### src/rssi_mon_pkg.sv
// Purpose: shared constants and types for the strength monitor
// Assumes: 125 MHz system clock, 32-bit APB register port
// Notes: times are kept in their own units, cycle counts derive from them
package rssi_mon_pkg;
   // clock and timing
   localparam int CLK_PERIOD_NS = 8;
   localparam int QUERY_TIME_US = 33; // status query to completion
   localparam int QUERY_CYC = QUERY_TIME_US * 1000 / CLK_PERIOD_NS;
   localparam int CAL_FIRST_MS = 250; // first image calibration
   localparam int CAL_FIRST_CYC = CAL_FIRST_MS * 1000000 / CLK_PERIOD_NS;
   localparam int CAL_RE_MS = 100; // later recalibrations
   localparam int CAL_RE_CYC = CAL_RE_MS * 1000000 / CLK_PERIOD_NS;
   localparam int AGC_MAX_NS = 2000; // gain loop must settle below this
   localparam int AGC_CYC = (AGC_MAX_NS - 1) / CLK_PERIOD_NS;
   // register byte offsets
   localparam logic [7:0] OFS_CFG = 8'h00;
   localparam logic [7:0] OFS_THRESH = 8'h04;
   localparam logic [7:0] OFS_OFFSET = 8'h08;
   localparam logic [7:0] OFS_JUMP = 8'h0C;
   localparam logic [7:0] OFS_QRSEL = 8'h10;
   localparam logic [7:0] OFS_GPSEL = 8'h14;
   localparam logic [7:0] OFS_CMD = 8'h18;
   localparam logic [7:0] OFS_STATUS = 8'h1C;
   localparam logic [7:0] OFS_QRES = 8'h20;
   localparam logic [7:0] OFS_IFBW = 8'h24;
   // reset values
   localparam logic [7:0] OFFSET_RST = 8'h40;
   localparam logic [7:0] THRESH_RST = 8'hFF;
   localparam logic [7:0] JUMP_RST = 8'h0C;
   // status flag positions (write one to clear)
   localparam int ST_JUMP_UP = 18;
   localparam int ST_JUMP_DN = 19;
   // latch event choices and limits
   localparam logic [1:0] LATCH_PRE = 2'h0;
   localparam logic [1:0] LATCH_SYNC = 2'h1;
   localparam logic [1:0] LATCH_CNT = 2'h2;
   localparam logic [7:0] LATCH_MIN_BITS = 8'h04;
   localparam logic [7:0] LATCH_MIN_AVG = 8'h07;
   localparam logic [1:0] AVG_LAST = 2'h3; // fourth bit of a block
   // frequency correction range in percent of IF bandwidth
   localparam logic [21:0] AFC_PCT_MODEM = 22'h000019; // 25 %
   localparam logic [21:0] AFC_PCT_PLL = 22'h000023; // 35 %
   localparam logic [21:0] PCT_DIV = 22'h000064; // 100
   // command codes
   localparam logic [7:0] CMD_STATUS_QUERY = 8'h20;
   localparam logic [7:0] CMD_IMAGE_CAL = 8'h17;
   localparam logic [7:0] QR_CMD_BASE = 8'h50; // serial quick read A..D
   // quick read sources
   localparam logic [1:0] QS_CUR = 2'h0;
   localparam logic [1:0] QS_LATCHED = 2'h1;
   localparam logic [1:0] QS_FLAGS = 2'h2;
   // general-purpose pin sources
   localparam logic [2:0] GS_LOW = 3'h0;
   localparam logic [2:0] GS_THRESH = 3'h1;
   localparam logic [2:0] GS_THRESH_L = 3'h2;
   localparam logic [2:0] GS_JUMP = 3'h3;
   localparam logic [2:0] GS_CAL = 3'h4;
   localparam logic [2:0] GS_DONE = 3'h5;
   // configuration word, bit 0 is avg_en
   typedef struct packed {
      logic afc_en;
      logic [2:0] jump_gap;
      logic jump_restart;
      logic jump_dn;
      logic jump_up;
      logic [7:0] latch_count;
      logic [1:0] latch_sel;
      logic avg_en;
   } cfg_t;
   // command sequencer states
   typedef enum logic [1:0] {CMD_IDLE, CMD_QUERY, CMD_CAL} cmd_state_t;
endpackage

### src/rx_signal_strength_monitor.sv
// Purpose: receive signal-strength monitor with APB registers
// Assumes: FILT_PWR is post-filter power in half-dB code, same clock
// Notes: serial quick-read pins are sampled through two flip-flops
// How it works
// - strength code steps half a decibel
// - measure power after the channel filter
// - gain loop settles within bit or 2us
// - correction range 0.25 or 0.35 IF bandwidth
// - image calibration 250 ms first, 100 ms after
// - quick read registers answer in 16 clocks
// - latch strength once per packet after entry
// - status query completes 33 us later
// - latch on preamble, sync or bit count
// - update per bit or four-bit average
// - averaged latch not before seven bits
// - latched value clears on receive entry
// - flag when current strength exceeds threshold
// - latched and live compare on any pin
// - jump up and down enabled separately
// - jump when change reaches programmed size
// - compare levels a programmed interval apart
// - optional receiver restart on jump
`timescale 1ns/1ns
module rx_signal_strength_monitor
   import rssi_mon_pkg::*;
#(
   parameter int QUERY_CYCLES = QUERY_CYC,
   parameter int CAL_FIRST_CYCLES = CAL_FIRST_CYC,
   parameter int CAL_RE_CYCLES = CAL_RE_CYC,
   parameter int JUMP_DEPTH = 8,
   parameter int GPIO_N = 4
) (
   // system
   input wire logic CLK,
   input wire logic RST,
   // apb slave
   input wire logic PSEL,
   input wire logic PENABLE,
   input wire logic PWRITE,
   input wire logic [7:0] PADDR,
   input wire logic [31:0] PWDATA,
   output logic [31:0] PRDATA,
   output logic PREADY,
   output logic PSLVERR,
   // modem side
   input wire logic [7:0] FILT_PWR,
   input wire logic BIT_TICK,
   input wire logic RX_ENTER,
   input wire logic PREAMBLE_DET,
   input wire logic SYNC_DET,
   input wire logic PEAK_TRIP,
   input wire logic [15:0] FREQ_ERR,
   // modem controls
   output logic RX_RESTART,
   output logic AGC_BUSY,
   output logic GAIN_APPLY,
   output logic [15:0] FREQ_CORR,
   output logic CAL_BUSY,
   output logic [GPIO_N-1:0] GPIO,
   // serial quick read
   input wire logic SCLK,
   input wire logic SEL_N,
   input wire logic SDI,
   output logic SDO
);
   ////////////////////////////////////////////////////////////////////////
   // register storage
   cfg_t cfg; // strength_config_property
   logic [7:0] thresh; // strength_threshold_property
   logic [7:0] offset_cfg; // strength_offset_property, host math only
   logic [7:0] jump_size; // jump_size_property
   logic [7:0] qr_sel; // two bits per quick read register
   logic [11:0] gpio_sel; // three bits per pin
   logic [15:0] ifbw; // IF bandwidth for correction range
   logic apb_wr; // write access phase
   logic apb_setup; // setup phase, read data is prepared here
   logic mapped; // address decodes to a register
   logic [31:0] status; // assembled status word
   logic [31:0] next_rdata; // read mux

   assign PREADY = 1'b1; // zero wait states
   assign apb_wr = PSEL & PENABLE & PWRITE;
   assign apb_setup = PSEL & ~PENABLE;

   // address decode
   always_comb begin
      case (PADDR)
         OFS_CFG, OFS_THRESH, OFS_OFFSET, OFS_JUMP, OFS_QRSEL, OFS_GPSEL,
         OFS_CMD, OFS_STATUS, OFS_QRES, OFS_IFBW: mapped = 1'b1;
         default: mapped = 1'b0;
      endcase
   end

   // configuration writes
   always_ff @(posedge CLK) begin
      if (RST) begin
         cfg <= '0;
         thresh <= THRESH_RST;
         offset_cfg <= OFFSET_RST;
         jump_size <= JUMP_RST;
         qr_sel <= '0;
         gpio_sel <= '0;
         ifbw <= '0;
      end else if (apb_wr) begin
         case (PADDR)
            OFS_CFG: cfg <= PWDATA[$bits(cfg_t)-1:0];
            OFS_THRESH: thresh <= PWDATA[7:0];
            OFS_OFFSET: offset_cfg <= PWDATA[7:0];
            OFS_JUMP: jump_size <= PWDATA[7:0];
            OFS_QRSEL: qr_sel <= PWDATA[7:0];
            OFS_GPSEL: gpio_sel <= PWDATA[11:0];
            OFS_IFBW: ifbw <= PWDATA[15:0];
            default: ;
         endcase
      end
   end

   ////////////////////////////////////////////////////////////////////////
   // strength update, per bit or four-bit average
   logic [7:0] cur; // current strength, half-dB code
   logic upd; // one cycle, cur just changed
   logic [9:0] acc; // average accumulator
   logic [1:0] avg_ph; // position inside four-bit block
   logic [9:0] next_sum;

   assign next_sum = acc + {2'h0, FILT_PWR};

   // sample filtered power on each bit tick
   always_ff @(posedge CLK) begin
      if (RST || RX_ENTER) begin
         cur <= '0;
         upd <= 1'b0;
         acc <= '0;
         avg_ph <= '0;
      end else begin
         upd <= 1'b0;
         if (BIT_TICK && !cfg.avg_en) begin
            cur <= FILT_PWR;
            upd <= 1'b1;
         end else if (BIT_TICK) begin
            avg_ph <= avg_ph + 2'h1;
            acc <= next_sum;
            if (avg_ph == AVG_LAST) begin
               cur <= next_sum[9:2];
               acc <= '0;
               upd <= 1'b1;
            end
         end
      end
   end

   ////////////////////////////////////////////////////////////////////////
   // per-packet latch
   logic [7:0] bit_cnt; // bits since receive start, saturating
   logic [7:0] latched; // latched strength
   logic lat_pend; // latch event seen, waiting for minimum
   logic lat_done; // latched for this packet
   logic lat_trig; // selected event this cycle
   logic [7:0] min_bits; // earliest latch bit
   logic [7:0] eff_count; // bit-count event, never below four

   assign min_bits = cfg.avg_en ? LATCH_MIN_AVG : LATCH_MIN_BITS;
   assign eff_count = (cfg.latch_count < LATCH_MIN_BITS) ?
                      LATCH_MIN_BITS : cfg.latch_count;

   // latch event selection
   always_comb begin
      case (cfg.latch_sel)
         LATCH_PRE: lat_trig = PREAMBLE_DET;
         LATCH_SYNC: lat_trig = SYNC_DET;
         LATCH_CNT: lat_trig = bit_cnt >= eff_count;
         default: lat_trig = 1'b0;
      endcase
   end

   // bit counter from receive start
   always_ff @(posedge CLK) begin
      if (RST || RX_ENTER) begin
         bit_cnt <= '0;
      end else if (BIT_TICK && bit_cnt != 8'hFF) begin
         bit_cnt <= bit_cnt + 8'h01;
      end
   end

   // capture once, deferred to the minimum bit count
   always_ff @(posedge CLK) begin
      if (RST || RX_ENTER) begin
         latched <= '0;
         lat_pend <= 1'b0;
         lat_done <= 1'b0;
      end else if (!lat_done) begin
         lat_pend <= lat_pend | lat_trig;
         if ((lat_pend || lat_trig) && bit_cnt >= min_bits) begin
            latched <= cur;
            lat_done <= 1'b1;
         end
      end
   end

   ////////////////////////////////////////////////////////////////////////
   // threshold compare
   logic thr_now; // live compare result
   logic thr_lat; // sticky until next receive entry

   always_ff @(posedge CLK) begin
      if (RST || RX_ENTER) begin
         thr_now <= 1'b0;
         thr_lat <= 1'b0;
      end else if (upd) begin
         thr_now <= cur > thresh;
         thr_lat <= thr_lat | (cur > thresh);
      end
   end

   ////////////////////////////////////////////////////////////////////////
   // jump detection over a programmed update interval
   logic [7:0] hist [JUMP_DEPTH]; // past strength values
   logic [3:0] fill; // valid history entries
   logic [7:0] old; // value jump_gap+1 updates back
   logic hist_ok; // enough history for the interval
   logic hit_up;
   logic hit_dn;
   logic flag_up; // sticky, write one to clear
   logic flag_dn;
   logic clr_wr; // status write this cycle

   assign old = hist[cfg.jump_gap];
   assign hist_ok = fill > {1'b0, cfg.jump_gap};
   assign hit_up = upd & hist_ok & cfg.jump_up & (cur > old) &
                   ((cur - old) >= jump_size);
   assign hit_dn = upd & hist_ok & cfg.jump_dn & (old > cur) &
                   ((old - cur) >= jump_size);
   assign clr_wr = apb_wr && PADDR == OFS_STATUS;

   // history shift register
   generate
      for (genvar i = 0; i < JUMP_DEPTH; i++) begin : g_hist
         always_ff @(posedge CLK) begin
            if (RST || RX_ENTER || RX_RESTART) begin
               hist[i] <= '0;
            end else if (upd) begin
               hist[i] <= (i == 0) ? cur : hist[(i == 0) ? 0 : i - 1];
            end
         end
      end
   endgenerate

   // history fill level
   always_ff @(posedge CLK) begin
      if (RST || RX_ENTER || RX_RESTART) begin
         fill <= '0;
      end else if (upd && fill <= 4'(JUMP_DEPTH - 1)) begin
         fill <= fill + 4'h1;
      end
   end

   // sticky jump flags, a new hit beats the clear
   always_ff @(posedge CLK) begin
      if (RST) begin
         flag_up <= 1'b0;
         flag_dn <= 1'b0;
      end else begin
         flag_up <= hit_up | (flag_up & ~(clr_wr & PWDATA[ST_JUMP_UP]));
         flag_dn <= hit_dn | (flag_dn & ~(clr_wr & PWDATA[ST_JUMP_DN]));
      end
   end

   // receiver restart pulse
   always_ff @(posedge CLK) begin
      if (RST) begin
         RX_RESTART <= 1'b0;
      end else begin
         RX_RESTART <= (hit_up | hit_dn) & cfg.jump_restart;
      end
   end

   ////////////////////////////////////////////////////////////////////////
   // gain loop settle timer
   logic [7:0] agc_cnt;

   always_ff @(posedge CLK) begin
      if (RST) begin
         AGC_BUSY <= 1'b0;
         GAIN_APPLY <= 1'b0;
         agc_cnt <= '0;
      end else begin
         GAIN_APPLY <= 1'b0;
         if (!AGC_BUSY && (PEAK_TRIP || RX_ENTER)) begin
            AGC_BUSY <= 1'b1;
            agc_cnt <= '0;
         end else if (AGC_BUSY) begin
            agc_cnt <= agc_cnt + 8'h01;
            if (BIT_TICK || agc_cnt == 8'(AGC_CYC - 1)) begin
               AGC_BUSY <= 1'b0;
               GAIN_APPLY <= 1'b1;
            end
         end
      end
   end

   ////////////////////////////////////////////////////////////////////////
   // frequency correction clamp
   logic [21:0] prod; // bandwidth times percentage
   logic [21:0] lim22;
   logic signed [16:0] lim; // allowed offset magnitude
   logic signed [16:0] err;

   assign prod = {6'h00, ifbw} * (cfg.afc_en ? AFC_PCT_PLL : AFC_PCT_MODEM);
   assign lim22 = prod / PCT_DIV;
   assign lim = $signed({1'b0, lim22[15:0]});
   assign err = $signed({FREQ_ERR[15], FREQ_ERR});

   always_ff @(posedge CLK) begin
      if (RST) begin
         FREQ_CORR <= '0;
      end else if (err > lim) begin
         FREQ_CORR <= lim[15:0];
      end else if (err < -lim) begin
         FREQ_CORR <= 16'(-lim);
      end else begin
         FREQ_CORR <= err[15:0];
      end
   end

   ////////////////////////////////////////////////////////////////////////
   // command sequencer: status query and image calibration
   cmd_state_t state;
   logic [31:0] cmd_cnt; // remaining cycles
   logic cmd_done; // completion flag
   logic cal_once; // a first calibration has been started
   logic [7:0] q_cur; // query snapshot, current
   logic [7:0] q_lat; // query snapshot, latched
   logic cmd_wr;

   assign cmd_wr = apb_wr && PADDR == OFS_CMD;
   assign CAL_BUSY = state == CMD_CAL;

   always_ff @(posedge CLK) begin
      if (RST) begin
         state <= CMD_IDLE;
         cmd_cnt <= '0;
         cmd_done <= 1'b1;
         cal_once <= 1'b0;
         q_cur <= '0;
         q_lat <= '0;
      end else begin
         case (state)
            CMD_IDLE: begin
               if (cmd_wr && PWDATA[7:0] == CMD_STATUS_QUERY) begin
                  q_cur <= cur;
                  q_lat <= latched;
                  cmd_cnt <= 32'(QUERY_CYCLES - 1);
                  cmd_done <= 1'b0;
                  state <= CMD_QUERY;
               end else if (cmd_wr && PWDATA[7:0] == CMD_IMAGE_CAL) begin
                  cmd_cnt <= cal_once ? 32'(CAL_RE_CYCLES - 1) :
                                        32'(CAL_FIRST_CYCLES - 1);
                  cal_once <= 1'b1;
                  cmd_done <= 1'b0;
                  state <= CMD_CAL;
               end
            end
            CMD_QUERY, CMD_CAL: begin
               if (cmd_cnt == '0) begin
                  cmd_done <= 1'b1;
                  state <= CMD_IDLE;
               end else begin
                  cmd_cnt <= cmd_cnt - 32'h1;
               end
            end
            default: state <= CMD_IDLE;
         endcase
      end
   end

   ////////////////////////////////////////////////////////////////////////
   // read data, prepared in the setup phase
   assign status = {10'h000, CAL_BUSY, AGC_BUSY, flag_dn, flag_up, thr_lat,
                    thr_now, latched, cur};

   always_comb begin
      case (PADDR)
         OFS_CFG: next_rdata = 32'(cfg);
         OFS_THRESH: next_rdata = {24'h0, thresh};
         OFS_OFFSET: next_rdata = {24'h0, offset_cfg};
         OFS_JUMP: next_rdata = {24'h0, jump_size};
         OFS_QRSEL: next_rdata = {24'h0, qr_sel};
         OFS_GPSEL: next_rdata = {20'h0, gpio_sel};
         OFS_CMD: next_rdata = {31'h0, cmd_done};
         OFS_STATUS: next_rdata = status;
         OFS_QRES: next_rdata = {16'h0, q_lat, q_cur};
         OFS_IFBW: next_rdata = {16'h0, ifbw};
         default: next_rdata = 32'h0;
      endcase
   end

   always_ff @(posedge CLK) begin
      if (RST) begin
         PRDATA <= '0;
         PSLVERR <= 1'b0;
      end else if (apb_setup) begin
         PRDATA <= PWRITE ? 32'h0 : next_rdata;
         PSLVERR <= ~mapped;
      end
   end

   ////////////////////////////////////////////////////////////////////////
   // general-purpose pin routing
   generate
      for (genvar p = 0; p < GPIO_N; p++) begin : g_pin
         always_ff @(posedge CLK) begin
            if (RST) begin
               GPIO[p] <= 1'b0;
            end else begin
               case (gpio_sel[3*p +: 3])
                  GS_THRESH: GPIO[p] <= thr_now;
                  GS_THRESH_L: GPIO[p] <= thr_lat;
                  GS_JUMP: GPIO[p] <= flag_up | flag_dn;
                  GS_CAL: GPIO[p] <= CAL_BUSY;
                  GS_DONE: GPIO[p] <= cmd_done;
                  default: GPIO[p] <= 1'b0;
               endcase
            end
         end
      end
   endgenerate

   ////////////////////////////////////////////////////////////////////////
   // serial quick read: 8 command clocks then 8 data clocks
   logic [2:0] sclk_s; // synchroniser then edge history
   logic [1:0] sel_s;
   logic [1:0] sdi_s;
   logic sclk_rise;
   logic sclk_fall;
   logic [4:0] sbit; // serial clocks counted in this frame
   logic [7:0] scmd; // received command byte
   logic [7:0] stx; // outgoing data
   logic [7:0] next_cmd;
   logic [1:0] qsrc; // selected source of addressed register

   assign sclk_rise = sclk_s[1] & ~sclk_s[2];
   assign sclk_fall = ~sclk_s[1] & sclk_s[2];
   assign next_cmd = {scmd[6:0], sdi_s[1]};
   assign qsrc = qr_sel[2*next_cmd[1:0] +: 2];

   // pin synchronisers
   always_ff @(posedge CLK) begin
      if (RST) begin
         sclk_s <= '0;
         sel_s <= 2'h3;
         sdi_s <= '0;
      end else begin
         sclk_s <= {sclk_s[1:0], SCLK};
         sel_s <= {sel_s[0], SEL_N};
         sdi_s <= {sdi_s[0], SDI};
      end
   end

   // shift engine, no command completion wait
   always_ff @(posedge CLK) begin
      if (RST || sel_s[1]) begin
         sbit <= '0;
         scmd <= '0;
         stx <= '0;
         SDO <= 1'b0;
      end else if (sclk_rise && sbit < 5'h10) begin
         sbit <= sbit + 5'h01;
         if (sbit < 5'h08) begin
            scmd <= next_cmd;
         end
         if (sbit == 5'h07) begin
            if (next_cmd[7:2] != QR_CMD_BASE[7:2]) begin
               stx <= '0;
            end else begin
               case (qsrc)
                  QS_CUR: stx <= cur;
                  QS_LATCHED: stx <= latched;
                  QS_FLAGS: stx <= status[23:16];
                  default: stx <= '0;
               endcase
            end
         end
      end else if (sclk_fall && sbit >= 5'h08) begin
         SDO <= stx[7];
         stx <= {stx[6:0], 1'b0};
      end
   end
endmodule

### config.mk
export PLATFORM = sky130hd
export DESIGN_NAME = rx_signal_strength_monitor
export DESIGN_NICKNAME = d
export VERILOG_FILES = /design/src/rssi_mon_pkg.sv /design/src/rx_signal_strength_monitor.sv
export SDC_FILE = /design/constraint.sdc
export NUM_CORES = 1
export LEC_CHECK = 0
export ABC_AREA = 0
export BUFFER_PORTS_ARGS = -buffer_cell sky130_fd_sc_hd__buf_2
export CORE_ASPECT_RATIO = 1.2
export CORE_MARGIN = 2
export CORE_UTILIZATION = 35
export DETAILED_ROUTE_END_ITERATION = 8
export GPL_ROUTABILITY_DRIVEN = 0
export HOLD_SLACK_MARGIN = 0.12
export PLACE_DENSITY = 0.55
export SYNTH_ARGS = -nofsm -noshare
export SYNTH_HDL_FRONTEND = slang
export SYNTH_SLANG_ARGS = --single-unit
### constraint.sdc
create_clock -name CLK -period 20.4 [get_ports CLK]
set_input_delay 2.04 -clock CLK [delete_from_list [all_inputs] [get_ports CLK]]
set_output_delay 2.04 -clock CLK [all_outputs]
set_load 0.05 [all_outputs]
==> results.rst <==
.. list-table::
   :header-rows: 1

   * - Metric
     - Value
   * - Outcome
     - complete, no violations
   * - Most frequent cells in the layout
     - 336 x sky130_fd_sc_hd__nand2_1, 261 x sky130_fd_sc_hd__dfxtp_1, 241 x sky130_fd_sc_hd__nor2_1
   * - Worst clock skew on the final layout
     - approximately 0.025 ns
   * - Number of instances in the synthesized netlist
     - 2829
   * - Arrival @ worst endpoint
     - 19.07 ns
   * - Iter 0 DRT Violations
     - 1800
   * - DRC violations left
     - 0
   * - Most used cell along the critical path
     - sky130_fd_sc_hd__a21oi_1
   * - Synthesis-to-finish area growth
     - 10.5%
   * - Ratio of cells with drive above 1 in the final layout
     - 0.116
   * - Number of non-filler instances in the completed layout
     - 3776
   * - Post-route core utilization
     - 0.389
   * - Total length of routed wires
     - 70700 µm
   * - Number of input and output port buffers inserted
     - 112
   * - Commonest non-fill, non-tap cell in the layout
     - sky130_fd_sc_hd__nand2_1
   * - TritonCTS clock tree
     - yes
   * - Post-route clock period utilization
     - 0.910
   * - Die outline area
     - 69100 µm²
   * - Post-layout nets
     - 3108
   * - Slew of the pin with the lowest slew margin
     - 1.15 ns
   * - Hold Crit Class
     - register to register
   * - Grt total ovfl
     - 0
   * - All-layer global routing usage
     - 0.200
   * - Via total after detailed routing
     - between 20000 and 25000
   * - Avg Cell Area, Syn
     - 8.29 µm²
   * - Post-synth ARST share
     - 0
   * - Primary flip-flop cell chosen by synthesis mapping
     - sky130_fd_sc_hd__dfxtp_1
   * - Count of cell types in the netlist
     - roughly 120
   * - #FFs+latches synth
     - 326
   * - Slowest library cell on the worst path
     - sky130_fd_sc_hd__a222oi_1
   * - Max Clk Rate
     - 53.8 MHz
   * - Clock slew seen by the registers of the worst setup and hold paths
     - 0.06 ns
   * - Area of the mapped netlist
     - roughly 23000 µm²
   * - Count of buffer and inverter cells on the critical path
     - 7
   * - Number of buffers between clock root and the deepest sink
     - 3
   * - Worst ir drop on vdd
     - 0.140 mV
   * - Floorplan Core Area
     - 66800 µm²
   * - Required time of the worst setup path
     - 20.90 ns
   * - Period minus WS final
     - 18.57 ns
   * - Horizontal die dimension
     - approximately 240 µm
   * - Placed Instances
     - ~3700
   * - Cts bufs inserted
     - 40
   * - Die Y-Extent
     - 288 µm
   * - Max Cap Violations
     - 0
   * - Starting utilization of the core area
     - 0.352
   * - Clock tree sinks
     - 326
   * - Antenna violations before repair
     - 4
   * - Total half-perimeter wirelength after legalization and detailed placement
     - about 53000 µm
   * - Number of global-route vias before repair
     - 20600
   * - Number of flops mapped to enable cells by yosys
     - 64
   * - Normalized max-slew margin
     - 0.232
   * - Library cell used as clock root buffer
     - sky130_fd_sc_hd__clkbuf_16
   * - Number of endpoints failing setup at the final stage
     - 0
   * - Power density over the cells
     - 86.0 nW/µm²
   * - Count of fill cells added during filler insertion
     - 6778
   * - Synth warnings
     - 0
   * - Fraction of the yosys area taken by sequential cells
     - 0.305
   * - Antenna-violating nets left
     - 0
   * - Number of standard-cell rows in the floorplan
     - 104
   * - Crit. End Element
     - register
   * - Leakage power total
     - 0.0104 µW
   * - Top Family by Delay on Critical Path
     - compound AO/OA/AOI/OAI gates
   * - Number of iterations in the first detailed-routing pass
     - 8
   * - Final Slew Violations
     - 0
   * - Power consumption
     - 2230 µW
   * - Unrepaired setup endpoints after global routing
     - no
   * - Worst-path maximum fanout
     - 34
   * - Number of setup buffers added after CTS
     - 0
   * - Final hold vios
     - 0
   * - CTS H-Tree Depth
     - 2
   * - Clk Latency, worst-skew pair
     - 0.56 ns
   * - Max stage delay on crit path
     - 0.84 ns
   * - Final-layout setup total negative slack
     - 0 ns
   * - Critical path launch point type
     - register
   * - Post-DR vias/cell
     - ~5.7
   * - Top Ports
     - 136
   * - Routed length per placed instance
     - 18.7 µm
   * - Critical Setup Path Class
     - register to register
   * - Largest net degree at the start of global routing
     - 79
   * - Wire length of the first global-routing pass
     - around 110000 µm
sequential cells by signal (all words and copies together) (netlist names), 10 cells and up, named ones only:
name	cells
ifbw	16
gpio_sel	12
acc	10
cmd_cnt	32
PRDATA	22
FREQ_CORR	16
cfg	18
hist	64
stage by stage:
step	setup slack, ns	area (µm²)	hold slack, ns
after floorplan	4.78	23500	0.389
after global placement	1.89	24600	0.393
after detailed placement	1.66	24600	0.407
after CTS	1.61	25900	0.425
after global routing	0.349	25900	0.429
final	1.83	25900	0.418
synth_stat cells, types with 34 or more instances:
cell,count,area (µm²)
sky130_fd_sc_hd__nor4_1,34,213
sky130_fd_sc_hd__xor2_1,38,333
sky130_fd_sc_hd__ha_1,159,1990
sky130_fd_sc_hd__and2_1,101,632
sky130_fd_sc_hd__nand3_1,80,400
sky130_fd_sc_hd__xnor2_1,54,473
sky130_fd_sc_hd__clkbuf_1,126,473
sky130_fd_sc_hd__a21oi_1,231,1160
sky130_fd_sc_hd__nor3_1,56,280
sky130_fd_sc_hd__inv_1,112,420
sky130_fd_sc_hd__nand2_1,336,1260
sky130_fd_sc_hd__nand4_1,34,213
sky130_fd_sc_hd__mux2i_1,47,470
sky130_fd_sc_hd__edfxtp_1,64,1920
sky130_fd_sc_hd__dfxtp_1,262,5250
sky130_fd_sc_hd__nor2b_1,45,282
sky130_fd_sc_hd__a22oi_1,57,428
sky130_fd_sc_hd__nor2_1,241,905
sky130_fd_sc_hd__o21ai_0,106,531
final cells by class:
| class | instances | area, µm² | share of cell area |
|---|---|---|---|
| multi-input combinational | 2224 | 15100 | 0.583 |
| sequential | 326 | 7170 | 0.276 |
| clock buffer | 63 | 1240 | 0.0479 |
| tap | 901 | 1130 | 0.0435 |
| timing repair buffer | 133 | 724 | 0.0279 |
| inverter | 117 | 439 | 0.0169 |
| clock inverter | 10 | 101 | 0.00391 |
| antenna | 2 | 5.00 | 0.000193 |
where the power goes:
group	total, µW	internal [µW]	leakage, µW	switching, µW
logic	829	306	0.00692	523
registers	683	674	0.00284	9.29
clock network	720	432	0.000653	287
total	2230	1410	0.0104	819
per-layer routing:
layer  vias to the layer above  part of all wire  GRT usage
li1                      10300                 -          -
met1                     10300              0.40      0.233
met2                       631              0.51      0.368
met3                       133             0.051     0.0276
met4                         2             0.037     0.0766
met5                         -           0.00018          0
cells by family (layout without fill, tap and decap cells):
kind of cell / Yosys count / after routing / synth area share
and+or+nand+nor: 1095 / 1095 / 0.229
buffers and inverters: 289 / 323 / 0.0519
AOI/OAI and AO/OA: 749 / 749 / 0.220
other: 2 / 14 / 0.000320
xor gates and xnor gates: 96 / 96 / 0.0371
muxes: 80 / 80 / 0.0450
adders and majority gates: 192 / 192 / 0.112
DFF: 326 / 326 / 0.305
final timing paths:
path                               start      endpoint  slack [ns]  cells after the start
worst max-delay path             cfg[17]  FREQ_CORR[2]        1.83                     74
worst min-delay path            sel_s[0]      sel_s[1]        0.42                      1
worst max register to register   cfg[17]  FREQ_CORR[2]        1.83                     74
worst min register to register  sel_s[0]      sel_s[1]        0.42                      1
repair_timing:
action,in CTS,in global routing
hold buffers,0,0
gates resized for setup,0,1
setup endpoints to repair,0,1
hold endpoints to repair,0,0
(Power assumes the default switching activity.)
